File: src/app_port_pkg.sv
`default_nettype none
package app_port_pkg;
	localparam int PAYLOAD_BYTES     = 32;
	localparam logic [7:0] PAYLOAD_LEN_FULL = 8'h20;
	localparam logic [31:0] OFS_CTRL   = 32'h0000_0000;
	localparam logic [31:0] OFS_STATUS = 32'h0000_0004;
	localparam logic [31:0] OFS_TX_CNT = 32'h0000_0008;
	localparam logic [31:0] OFS_RX_CNT = 32'h0000_000C;
	localparam int CTRL_ROUTE_BIT   = 0;
	localparam int STAT_ROUTE_BIT   = 0;
	localparam int STAT_PEND_BIT    = 1;
	localparam int STAT_RXVAL_BIT   = 2;
	localparam logic CTRL_RESET     = 1'b0;
	localparam logic [7:0] SENDER_ID_MAX = 8'hFF;
	localparam int ACCESS_WAIT_CYCLES = 1;
endpackage : app_port_pkg
`default_nettype wire

File: src/apb_regs.sv
`timescale 1ns/1ns
`default_nettype none
module apb_regs
	import app_port_pkg::*;
(
	input  wire logic        clk,
	input  wire logic        rst,
	input  wire logic        psel,
	input  wire logic        penable,
	input  wire logic        pwrite,
	input  wire logic [31:0] paddr,
	input  wire logic [31:0] pwdata,
	output logic [31:0]      prdata,
	output logic             pready,
	output logic             pslverr,
	output logic             route_sel,
	input  wire logic [31:0] status_word,
	input  wire logic [31:0] tx_count,
	input  wire logic [31:0] rx_count
);
	logic        route_ff;
	logic [31:0] prdata_ff;
	logic        err_ff;
	logic        wait_ff;
	logic        hit;
	logic [31:0] nxt_rdata;

	always_comb begin
		hit = 1'b1;
		nxt_rdata = 32'h0000_0000;
		unique case (paddr)
			OFS_CTRL:   nxt_rdata[CTRL_ROUTE_BIT] = route_ff;
			OFS_STATUS: nxt_rdata = status_word;
			OFS_TX_CNT: nxt_rdata = tx_count;
			OFS_RX_CNT: nxt_rdata = rx_count;
			default:    hit = 1'b0;
		endcase
	end

	// One wait state: answer is registered, so pready rises on the second access cycle
	always_ff @(posedge clk) begin
		if (rst) begin
			wait_ff <= 1'b0;
		end else begin
			wait_ff <= psel && penable && !wait_ff;
		end
	end

	always_ff @(posedge clk) begin
		if (rst) begin
			route_ff  <= CTRL_RESET;
			prdata_ff <= 32'h0000_0000;
			err_ff    <= 1'b0;
		end else if (psel && penable && !wait_ff) begin
			err_ff    <= !hit;
			prdata_ff <= pwrite ? 32'h0000_0000 : nxt_rdata;
		end else if (psel && penable && pwrite && paddr == OFS_CTRL) begin
			// Write lands only on the edge that completes the transfer
			route_ff <= pwdata[CTRL_ROUTE_BIT];
		end
	end

	assign pready    = wait_ff;
	assign pslverr   = wait_ff && err_ff;
	assign prdata    = prdata_ff;
	assign route_sel = route_ff;

	route_write_a: assert property (@(posedge clk) disable iff (rst)
		psel && penable && pwrite && wait_ff && paddr == OFS_CTRL
		|=> route_sel == $past(pwdata[CTRL_ROUTE_BIT]))
		else $error("route select did not follow control write");
endmodule : apb_regs
`default_nettype wire

File: src/app_data_port.sv
`timescale 1ns/1ns
`default_nettype none
module app_data_port
	import app_port_pkg::*;
#(
	parameter int NBYTES = PAYLOAD_BYTES
)(
	input  wire logic               MCLK,
	input  wire logic               RST,
	input  wire logic               PSEL,
	input  wire logic               PENABLE,
	input  wire logic               PWRITE,
	input  wire logic [31:0]        PADDR,
	input  wire logic [31:0]        PWDATA,
	output logic [31:0]             PRDATA,
	output logic                    PREADY,
	output logic                    PSLVERR,
	// Application source side
	input  wire logic [7:0]         SRC_APPLICATION_SELECTOR,
	input  wire logic [NBYTES*8-1:0] SRC_PAYLOAD_BYTES,
	input  wire logic [7:0]         SRC_PAYLOAD_LENGTH,
	input  wire logic               SRC_PAYLOAD_VALID,
	input  wire logic [15:0]        SRC_UPDATE_SEQUENCE,
	input  wire logic [63:0]        SRC_UPDATE_TIME_TAI,
	// Frame transmitter side: serial byte stream out
	output logic                    TX_START,
	output logic                    TX_BYTE_VALID,
	output logic [7:0]              TX_BYTE,
	input  wire logic               TX_BYTE_READY,
	output logic [7:0]              TX_APPLICATION_SELECTOR,
	output logic [15:0]             TX_UPDATE_SEQUENCE,
	output logic [63:0]             TX_UPDATE_TIME_TAI,
	// Frame receiver side: parsed byte stream in
	input  wire logic               RX_START,
	input  wire logic               RX_BYTE_VALID,
	input  wire logic [7:0]         RX_BYTE,
	input  wire logic               RX_END,
	input  wire logic [7:0]         RX_APPLICATION_SELECTOR,
	input  wire logic [15:0]        RX_UPDATE_SEQUENCE,
	input  wire logic [63:0]        RX_UPDATE_TIME_TAI,
	input  wire logic [15:0]        RX_SENDER_NODE_ID,
	// Application sink side
	output logic [7:0]              SNK_APPLICATION_SELECTOR,
	output logic [NBYTES*8-1:0]     SNK_PAYLOAD_BYTES,
	output logic [7:0]              SNK_PAYLOAD_LENGTH,
	output logic                    SNK_PAYLOAD_VALID,
	output logic [15:0]             SNK_UPDATE_SEQUENCE,
	output logic [63:0]             SNK_UPDATE_TIME_TAI,
	output logic [15:0]             SNK_SENDER_NODE_ID
);
	if (NBYTES < 1 || NBYTES > 255) begin : g_nbytes_check
		$error("NBYTES out of range");
	end

	localparam logic [7:0] LAST_IDX = 8'(NBYTES - 1);

	typedef enum logic [1:0] {TX_IDLE, TX_SEND} tx_state_t;

	logic                   route_sel;
	logic [31:0]            tx_cnt_ff;
	logic [31:0]            rx_cnt_ff;
	tx_state_t              tx_st_ff;
	logic [NBYTES*8-1:0]    tx_buf_ff;
	logic [7:0]             tx_idx_ff;
	logic [7:0]             tx_sel_ff;
	logic [15:0]            tx_seq_ff;
	logic [63:0]            tx_tai_ff;
	logic                   tx_start_ff;
	logic [NBYTES*8-1:0]    rx_buf_ff;
	logic [7:0]             rx_cnt_bytes_ff;
	logic                   rx_act_ff;
	logic [NBYTES*8-1:0]    nxt_rx_buf;
	logic [7:0]             nxt_rx_cnt_bytes;
	logic [7:0]             snk_sel_ff;
	logic [NBYTES*8-1:0]    snk_data_ff;
	logic [7:0]             snk_len_ff;
	logic                   snk_val_ff;
	logic [15:0]            snk_seq_ff;
	logic [63:0]            snk_tai_ff;
	logic [15:0]            snk_id_ff;
	logic                   take_src;
	logic                   tx_step;
	logic [31:0]            status_word;

	////////////////////////////////////////////////////////////////////////////////
	apb_regs u_regs (
		.clk         (MCLK),
		.rst         (RST),
		.psel        (PSEL),
		.penable     (PENABLE),
		.pwrite      (PWRITE),
		.paddr       (PADDR),
		.pwdata      (PWDATA),
		.prdata      (PRDATA),
		.pready      (PREADY),
		.pslverr     (PSLVERR),
		.route_sel   (route_sel),
		.status_word (status_word),
		.tx_count    (tx_cnt_ff),
		.rx_count    (rx_cnt_ff)
	);

	always_comb begin
		status_word = 32'h0000_0000;
		status_word[STAT_ROUTE_BIT] = route_sel;
		status_word[STAT_PEND_BIT]  = (tx_st_ff == TX_SEND);
		status_word[STAT_RXVAL_BIT] = snk_val_ff;
	end

	////////////////////////////////////////////////////////////////////////////////
	// Records arriving while a frame is still going out are dropped, not queued
	assign take_src = route_sel && SRC_PAYLOAD_VALID && (tx_st_ff == TX_IDLE);
	assign tx_step  = (tx_st_ff == TX_SEND) && TX_BYTE_READY;

	always_ff @(posedge MCLK) begin
		if (RST) begin
			tx_st_ff  <= TX_IDLE;
			tx_idx_ff <= 8'h00;
		end else begin
			unique case (tx_st_ff)
				TX_IDLE: begin
					tx_idx_ff <= 8'h00;
					if (take_src) begin
						tx_st_ff <= TX_SEND;
					end
				end
				TX_SEND: begin
					// Fixed count, length input deliberately unused
					if (tx_step) begin
						if (tx_idx_ff == LAST_IDX) begin
							tx_st_ff <= TX_IDLE;
						end
						tx_idx_ff <= tx_idx_ff + 8'h01;
					end
				end
			endcase
		end
	end

	always_ff @(posedge MCLK) begin
		if (RST) begin
			tx_buf_ff   <= '0;
			tx_sel_ff   <= 8'h00;
			tx_seq_ff   <= 16'h0000;
			tx_tai_ff   <= 64'h0000_0000_0000_0000;
			tx_start_ff <= 1'b0;
		end else begin
			tx_start_ff <= take_src;
			if (take_src) begin
				tx_buf_ff <= SRC_PAYLOAD_BYTES;
				tx_sel_ff <= SRC_APPLICATION_SELECTOR;
				tx_seq_ff <= SRC_UPDATE_SEQUENCE;
				tx_tai_ff <= SRC_UPDATE_TIME_TAI;
			end else if (tx_step) begin
				tx_buf_ff <= tx_buf_ff >> 8;
			end
		end
	end

	always_ff @(posedge MCLK) begin
		if (RST) begin
			tx_cnt_ff <= 32'h0000_0000;
		end else if (take_src) begin
			tx_cnt_ff <= tx_cnt_ff + 32'h0000_0001;
		end
	end

	assign TX_START                = tx_start_ff;
	assign TX_BYTE_VALID           = (tx_st_ff == TX_SEND);
	assign TX_BYTE                 = tx_buf_ff[7:0];
	assign TX_APPLICATION_SELECTOR = tx_sel_ff;
	assign TX_UPDATE_SEQUENCE      = tx_seq_ff;
	assign TX_UPDATE_TIME_TAI      = tx_tai_ff;

	capture_hold_a: assert property (@(posedge MCLK) disable iff (RST)
		take_src |=> tx_seq_ff == $past(SRC_UPDATE_SEQUENCE)
			&& tx_sel_ff == $past(SRC_APPLICATION_SELECTOR))
		else $error("source record not captured on valid");
	first_byte_a: assert property (@(posedge MCLK) disable iff (RST)
		take_src |=> TX_BYTE == $past(SRC_PAYLOAD_BYTES[7:0]))
		else $error("byte 0 not sent first");
	fixed_count_a: assert property (@(posedge MCLK) disable iff (RST)
		tx_step && tx_idx_ff == LAST_IDX |=> tx_st_ff == TX_IDLE)
		else $error("frame did not end after last byte");
	route_gate_a: assert property (@(posedge MCLK) disable iff (RST)
		!route_sel && tx_st_ff == TX_IDLE |=> tx_st_ff == TX_IDLE)
		else $error("send started with external route off");

	////////////////////////////////////////////////////////////////////////////////
	// Bytes beyond the array are counted but not stored
	// The last byte may ride with the end strobe, so the record takes the next value
	always_comb begin
		nxt_rx_buf       = rx_buf_ff;
		nxt_rx_cnt_bytes = rx_cnt_bytes_ff;
		if (rx_act_ff && RX_BYTE_VALID && rx_cnt_bytes_ff != 8'hFF) begin
			if (rx_cnt_bytes_ff < 8'(NBYTES)) begin
				nxt_rx_buf[rx_cnt_bytes_ff*8 +: 8] = RX_BYTE;
			end
			nxt_rx_cnt_bytes = rx_cnt_bytes_ff + 8'h01;
		end
	end

	always_ff @(posedge MCLK) begin
		if (RST) begin
			rx_buf_ff       <= '0;
			rx_cnt_bytes_ff <= 8'h00;
			rx_act_ff       <= 1'b0;
		end else if (RX_START) begin
			rx_buf_ff       <= '0;
			rx_cnt_bytes_ff <= 8'h00;
			rx_act_ff       <= route_sel;
		end else if (rx_act_ff) begin
			rx_buf_ff       <= nxt_rx_buf;
			rx_cnt_bytes_ff <= nxt_rx_cnt_bytes;
			if (RX_END) begin
				rx_act_ff <= 1'b0;
			end
		end
	end

	always_ff @(posedge MCLK) begin
		if (RST) begin
			snk_sel_ff  <= 8'h00;
			snk_data_ff <= '0;
			snk_len_ff  <= 8'h00;
			snk_val_ff  <= 1'b0;
			snk_seq_ff  <= 16'h0000;
			snk_tai_ff  <= 64'h0000_0000_0000_0000;
			snk_id_ff   <= 16'h0000;
			rx_cnt_ff   <= 32'h0000_0000;
		end else begin
			snk_val_ff <= 1'b0;
			if (rx_act_ff && RX_END && RX_SENDER_NODE_ID <= {8'h00, SENDER_ID_MAX}) begin
				snk_val_ff  <= 1'b1;
				snk_sel_ff  <= RX_APPLICATION_SELECTOR;
				snk_data_ff <= nxt_rx_buf;
				snk_len_ff  <= nxt_rx_cnt_bytes;
				snk_seq_ff  <= RX_UPDATE_SEQUENCE;
				snk_tai_ff  <= RX_UPDATE_TIME_TAI;
				snk_id_ff   <= RX_SENDER_NODE_ID;
				rx_cnt_ff   <= rx_cnt_ff + 32'h0000_0001;
			end
		end
	end

	assign SNK_APPLICATION_SELECTOR = snk_sel_ff;
	assign SNK_PAYLOAD_BYTES        = snk_data_ff;
	assign SNK_PAYLOAD_LENGTH       = snk_len_ff;
	assign SNK_PAYLOAD_VALID        = snk_val_ff;
	assign SNK_UPDATE_SEQUENCE      = snk_seq_ff;
	assign SNK_UPDATE_TIME_TAI      = snk_tai_ff;
	assign SNK_SENDER_NODE_ID       = snk_id_ff;

	seq_pass_a: assert property (@(posedge MCLK) disable iff (RST)
		SNK_PAYLOAD_VALID |-> SNK_UPDATE_SEQUENCE == $past(RX_UPDATE_SEQUENCE)
			&& SNK_UPDATE_TIME_TAI == $past(RX_UPDATE_TIME_TAI))
		else $error("sequence or time not passed through");
	len_count_a: assert property (@(posedge MCLK) disable iff (RST)
		SNK_PAYLOAD_VALID |-> SNK_PAYLOAD_LENGTH == rx_cnt_bytes_ff)
		else $error("length differs from received count");
	id_range_a: assert property (@(posedge MCLK) disable iff (RST)
		SNK_PAYLOAD_VALID |-> SNK_SENDER_NODE_ID[15:8] == 8'h00)
		else $error("sender id beyond supported range");
	valid_pulse_a: assert property (@(posedge MCLK) disable iff (RST)
		SNK_PAYLOAD_VALID |-> $past(rx_act_ff) && $past(RX_END))
		else $error("sink valid without frame end");
endmodule : app_data_port
`default_nettype wire

File: config.mk
export PLATFORM = sky130hd
export DESIGN_NAME = app_data_port
export DESIGN_NICKNAME = d
export VERILOG_FILES = /design/src/app_port_pkg.sv /design/src/apb_regs.sv /design/src/app_data_port.sv
export SDC_FILE = /design/constraint.sdc
export NUM_CORES = 2
export LEC_CHECK = 0
export BUFFER_PORTS_ARGS = -buffer_cell sky130_fd_sc_hd__buf_4
export CAP_MARGIN = 0
export CORE_AREA = 4 4 404 406
export DETAILED_ROUTE_END_ITERATION = 8
export DIE_AREA = 0 0 408 410
export MAX_ROUTING_LAYER = met4
export SETUP_SLACK_MARGIN = 0.02
export SLEW_MARGIN = 0
export SYNTH_ARGS = -nofsm -noshare
export SYNTH_HDL_FRONTEND = slang
export SYNTH_SLANG_ARGS = --single-unit
File: constraint.sdc
create_clock -name MCLK -period 9.4 [get_ports MCLK]
set_input_delay 1.88 -clock MCLK [delete_from_list [all_inputs] [get_ports MCLK]]
set_output_delay 1.88 -clock MCLK [all_outputs]
set_load 0.005 [all_outputs]
[Word-level counts from Yosys, hierarchy flattened]
Cells that the tools add are included.
Word-level totals
  output and inout bits: 501
  bits in read-only memories: 0
  latch bits: 0
  word-level logic and storage cells: 84
  bits of input ports: 538
  bits in writable memories: 0
  memories: 0
  flip-flop bits (word level): 1088
Cells by class
  reduce and logical (&&, ||, !) cells: 22
  bitwise gates (word level): 1
  divide/modulo/power cells: 0
  add/subtract/negate cells: 5
  mux-type cells: 20
  multiply operators: 0
  shifts and indexed selects: 2
  order comparisons: 2
  equal/unequal tests: 9
Operator list (count)
  $mux W256: 4
  $bwmux W256: 1
  $shift A8 B34 Y256 const A: 1
  $shiftx A8 B34 Y256: 1
  $pmux W31 S3: 1
  $add A32 B1 Y32 const B: 2
  $eq A32 B4 Y1 const B: 2
  $neg A11 Y34: 1
  $eq A32 B3 Y1 const B: 1
  $logic_not A32 Y1: 1
  $mux W32: 1
  $add A8 B1 Y8 const B: 2
  $le A16 B8 Y1 const B: 1
  $mux W8: 2
  $pmux W8 S2: 1
  $logic_and A1 B1 Y1: 12
  $eq A8 B5 Y1 const B: 1
  $lt A8 B6 Y1 const B: 1
  $ne A8 B8 Y1 const B: 1
  $mux W2: 3
  $mux W1: 5
  $ne A2 B1 Y1 const B: 2
  $pmux W2 S2: 1
  $reduce_or A2 Y1: 2
  other kinds (10): 11

[Longest topological paths before layout]
  word-level depth: 5
  mapped depth: 13

[Cells and area by module]
From an unflattened synthesis, not the netlist that was laid out.
Unflattened totals
  cell total of the unflattened synthesis: 4611
  area, all modules: 41751.3 um2
By module, submodules not included
  app_data_port: instances 1, seq. area each 21060.2 um2, cells an instance 4433, area an instance 39765.6 um2
  apb_regs: instances 1, seq. area each 700.7 um2, cells an instance 178, area an instance 1985.7 um2

[Worst setup path before layout]
OpenSTA, ideal clock, no wires.
  path kind: input -> register
  from: input port RX_SENDER_NODE_ID[12]
  to: register rx_cnt_ff[10]
  path buffers: 3
  stages on the path: 8
  path slack: 5.541 ns
  data arrival time: 3.731 ns
  required time: 9.272 ns
  setup time: 0.128 ns
  path through: or4b_1 or3_1 buf_2 buf_4 buf_2 nor4_2 xnor2_1 nor2_1
Between the ends
  word-level cells in the longest chain between the ends: 2
RTL lines
  start: declaration: line app_data_port.sv:41  | input wire logic [15:0] RX_SENDER_NODE_ID,
  $le A16 B8 Y1: line app_data_port.sv:233  | if (rx_act_ff && RX_END && RX_SENDER_NODE_ID <= {8'h00, SENDER_ID_MAX}) begin
  $logic_and A1 B1 Y1: line app_data_port.sv:233
  end signal: assignment: line app_data_port.sv:241  | rx_cnt_ff <= rx_cnt_ff + 32'h0000_0001;
  end: declaration: line app_data_port.sv:61  | logic [31:0] rx_cnt_ff;
Every way passes these cells.
A chain may end at the register's enable or synchronous reset.

[Worst setup path in the final report]
  from: input port RX_SENDER_NODE_ID[12]
  to: register snk_data_ff[108] (netlist: SNK_PAYLOAD_BYTES[108])
Between the ends
  word-level cells in the longest chain between the ends: 2
RTL lines
  $le A16 B8 Y1: line app_data_port.sv:233
  $logic_and A1 B1 Y1: line app_data_port.sv:233
  end signal: assignment: line app_data_port.sv:236  | snk_data_ff <= nxt_rx_buf;
  end: declaration: line app_data_port.sv:75  | logic [NBYTES*8-1:0] snk_data_ff;
Every way passes these cells.

==> results.toml <==
[status]
status = "completed"

[floorplanning]
die-area_um2 = 167000
io_pins = 1039
start_util_pct = 26.3
fp.dieW_um = 408
core_area_um2 = 160000
die_y_um = 410
rows = 147

[critical_path]
crit_arrival_ns = 5.49
cp_num_buf_inv = 4
rr_endpoint = "SNK_PAYLOAD_BYTES[186]"
slowest_stage = "buf_4"
reg2reg_from = "rx_cnt_bytes_ff[3]"
worstPathRequired_ns = 9.99
crit_family = "buffers and inverters"
worst_setup_path_end_kind = "flip-flop"
start_kind = "input pin"
max_stage_delay_ns = 0.85
path_cells = "buf_4 -> or4b_1 -> nor3_4 -> buf_4 -> buf_12 -> buf_4 -> nor2_1 -> a211oi_1"
path_max_fanout = 209
rrSetupSlack_ns = 4.90
r2r_cells = 8
crit_top_cell = "buf_4"
path_class = "input pin to flip-flop"

[logic_synthesis]
seq_area_frac_synth_pct = 51.9
ys.flop_type = "dfxtp_1"
synth_fp_nets = 5349
syn_area_per_cell_um2 = 8.73
synth_area_um2 = 42000
muxShareOfSynthArea_pct = 2.95
synth-compound-area-share_pct = 21.3
synth_edf_count = 0
ys_ff_latch = 1087
synth_adder_area_share_pct = 0.179
ys_warn_count = 0
synth_cell_types = 76
async_flop_share_pct = 0
synth_top_family_by_area = "compound AO/OA/AOI/OAI gates"
synth-simple-area-share_pct = 18.2
syn_inst = 4805
synth-xor-area-share_pct = 1.35

[timing]
hold_viol_final = 0
worst_pin_slew_ns = 1.31
drv_slew = 0
fin_crit_ns = 4.90
setup_viol = 0
rsz0062_at_grt = "false"
slew-limit-headroom_pct = 12.1
fmax_ghz = 0.204
tns_ns = 0
period_share_pct = 52.1
skew_ns = 0.0811

[clocking]
tritoncts = "done"
clock-root-buffer = "clkbuf_16"
htreeDepth = 3
numCtsBuffers = 117
post_cts_resized = 0
cts_setup_buffers = 0
clk_pin_slew_worst_paths_ns = 0.06
cts.hold.buffers_added = 0
clockBufferDepth = 3
clk_latency_ns = 0.77
cts.sinks = 1087

[route]
routed_wl_um = 186000
num_vias = 39700
drt_pass1_iterations = 6
vias_per_cell = 5.12
drc_errors = 0
ant_nets = 0
wl_per_cell_um = 24.0
drt_iter0_drc = 3715

[pwr]
p_int_mw = 7.55
leakage_nw = 19.6
p_sw_mw = 2.19
p_sw_share_pct = 22.5
p_per_area_nw_per_um2 = 177
vdd_drop_max_uv = 154
seqPwrFrac_pct = 47.3
power_frac_clock_pct = 49.6
pwr-share-comb_pct = 3.0

[min_path]
holdCritStartpoint = "rx_buf_ff[209]"
hold_depth = 2
min_to = "SNK_PAYLOAD_BYTES[209]"
hold_path_class = "flip-flop to flip-flop"

[layout]
register_area_um2 = 21800
fillerInstances = 16500
multi_input_area_um2 = 18600
fin_nets = 6100
layout.cells.non_filler = 7754
area_growth_pct = 31.3
drive_above_1_share_pct = 23.5

[placed_design]
placed_cells = 7523
dpl.hpwl_um = 135000
place.gp.congestion = 0.972
io_buffers = 999

[global_routing]
grt_pass1_wl_um = 263000
grt_max_degree = 210
grt_pass1_vias = 37600
grt_antenna_before_repair = 22
grt_use_total_pct = 21.4
grt_overflow_total = 0

[run]
drv_cap = 0
[power groups by stage]
stage / combinational, mW / clock (mW) / sequential, mW
3_5_place_dp: 0.293 / 0 / 4.71
6_report: 0.297 / 4.83 / 4.61
5_1_grt: 0.310 / 5.13 / 4.60
4_1_cts: 0.295 / 4.94 / 4.61
2_1_floorplan: 0.0767 / 0 / 4.71
3_3_place_gp: 0.292 / 0 / 4.71
[worst max-delay path by stage]
stage	startpoint	end	slack, ns	depth (start not counted)
6_report	RX_SENDER_NODE_ID[12]	SNK_PAYLOAD_BYTES[108]	4.50	8
5_1_grt	RX_SENDER_NODE_ID[12]	SNK_PAYLOAD_BYTES[108]	4.43	8
4_1_cts	RX_SENDER_NODE_ID[12]	SNK_PAYLOAD_BYTES[179]	4.73	9
3_5_place_dp	RX_SENDER_NODE_ID[12]	SNK_PAYLOAD_BYTES[228]	3.96	8
3_3_place_gp	RX_SENDER_NODE_ID[12]	SNK_PAYLOAD_BYTES[120]	4.01	9
2_1_floorplan	RX_SENDER_NODE_ID[12]	rx_cnt_ff[10]	5.54	8
[final cells by class]
type	instances	share of cell area [%]
Clock inverter	37	1.06
Antenna cell	14	0.0636
Timing Repair Buffer	1047	14.5
Inverter	26	0.177
Clock buffer	180	6.36
Multi-Input combinational cell	3277	33.7
Tap cell	2086	4.74
Sequential cell	1087	39.5
[per-layer routing]
layer	vias up	track usage (%)	part of all wire, %
met4	0	12.7	6.5
li1	18500	-	-
met2	1645	33.6	46
met3	337	6.49	8.8
met1	19200	24.0	38
met5	-	-	0
[state kept, by name, summed over array words and instances (netlist names), 16 cells and up]
| signal | flops |
|---|---|
| TX_UPDATE_TIME_TAI | 64 |
| u_regs.prdata | 32 |
| tx_cnt_ff | 32 |
| tx_buf_ff | 256 |
| SNK_UPDATE_TIME_TAI | 64 |
| rx_buf_ff | 256 |
| TX_UPDATE_SEQUENCE | 16 |
| SNK_UPDATE_SEQUENCE | 16 |
| rx_cnt_ff | 32 |
| SNK_PAYLOAD_BYTES | 256 |
| SNK_SENDER_NODE_ID | 16 |
[cells in the final DEF, fill, tap and decap left out, types with 48 or more instances in the layout]
master / synthesis / final
o21ai_0: 83 / 83
mux2i_1: 119 / 119
nand4_1: 59 / 59
a21oi_1: 599 / 598
dfxtp_1: 1087 / 1087
nand3_1: 117 / 117
and2_1: 50 / 48
buf_4: 12 / 1038
a211oi_1: 151 / 150
nor2_1: 505 / 502
nand2_1: 795 / 794
a311oi_1: 52 / 52
clkbuf_16: 0 / 117
a22oi_1: 292 / 292
[worst reg2reg max path: cells and delay by family, from the launching register on]
kind                       cells  cell delay (ns)
AOI/OAI and AO/OA              1             0.20
adders and majority gates      1             0.35
DFF                            1             0.94
and+or+nand+nor                6             2.94
[cell usage after synthesis (5+ instances only)]
cell / n / area (um^2)
or3_1: 16 / 100
ha_1: 6 / 75.1
nor4_2: 7 / 87.6
o21ai_0: 83 / 415
a211oi_2: 9 / 113
buf_2: 31 / 155
and3_1: 27 / 169
a211oi_1: 151 / 1130
a311oi_1: 52 / 455
a21oi_1: 599 / 3000
a2111oi_4: 5 / 138
nor3_2: 7 / 70.1
nor3_1: 20 / 100
xnor2_1: 33 / 289
nor4b_1: 8 / 70.1
nand2_1: 795 / 2980
o21ai_1: 9 / 45.0
and4_1: 9 / 78.8
xor2_1: 30 / 263
buf_1: 25 / 93.8
nand3_1: 117 / 586
clkbuf_1: 345 / 1290
a22oi_1: 292 / 2190
o211ai_1: 20 / 150
nor4_1: 34 / 213
nand2b_1: 15 / 93.8
and2_1: 50 / 313
nor2b_1: 10 / 62.6
o2111ai_2: 6 / 90.1
dfxtp_1: 1087 / 21800
nand4_1: 59 / 369
o31a_1: 42 / 368
or4_1: 6 / 45.0
o21bai_1: 6 / 45.0
buf_4: 12 / 90.1
nor2_1: 505 / 1900
o221a_2: 15 / 169
a32oi_1: 40 / 350
mux2i_1: 119 / 1190
inv_1: 26 / 97.6
nor3b_1: 13 / 97.6
[cell families after synthesis]
family                   count (synthesis)
AND/OR/NAND/NOR                       1726
AO/OA/AOI/OAI                         1358
flip-flops                            1087
buffers and inverters                  441
multiplexers                           123
XOR/XNOR                                64
adder cells (fa/ha/maj)                  6
[stage by stage]
stage | setup slack (ns) | area [um^2] | hold WS (ns) | power (mW) | utilization, %
6_report | 4.50 | 55100 | 0.412 | 9.74 | 34.5
5_1_grt | 4.43 | 55100 | 0.451 | 10.0 | 34.5
4_1_cts | 4.73 | 55100 | 0.410 | 9.84 | 34.5
3_5_place_dp | 3.96 | 51000 | 0.447 | 5.00 | 31.9
3_3_place_gp | 4.01 | 51000 | 0.441 | 5.00 | 31.9
2_1_floorplan | 5.54 | 42000 | 0.432 | 4.79 | -
(Power assumes the default switching activity.)
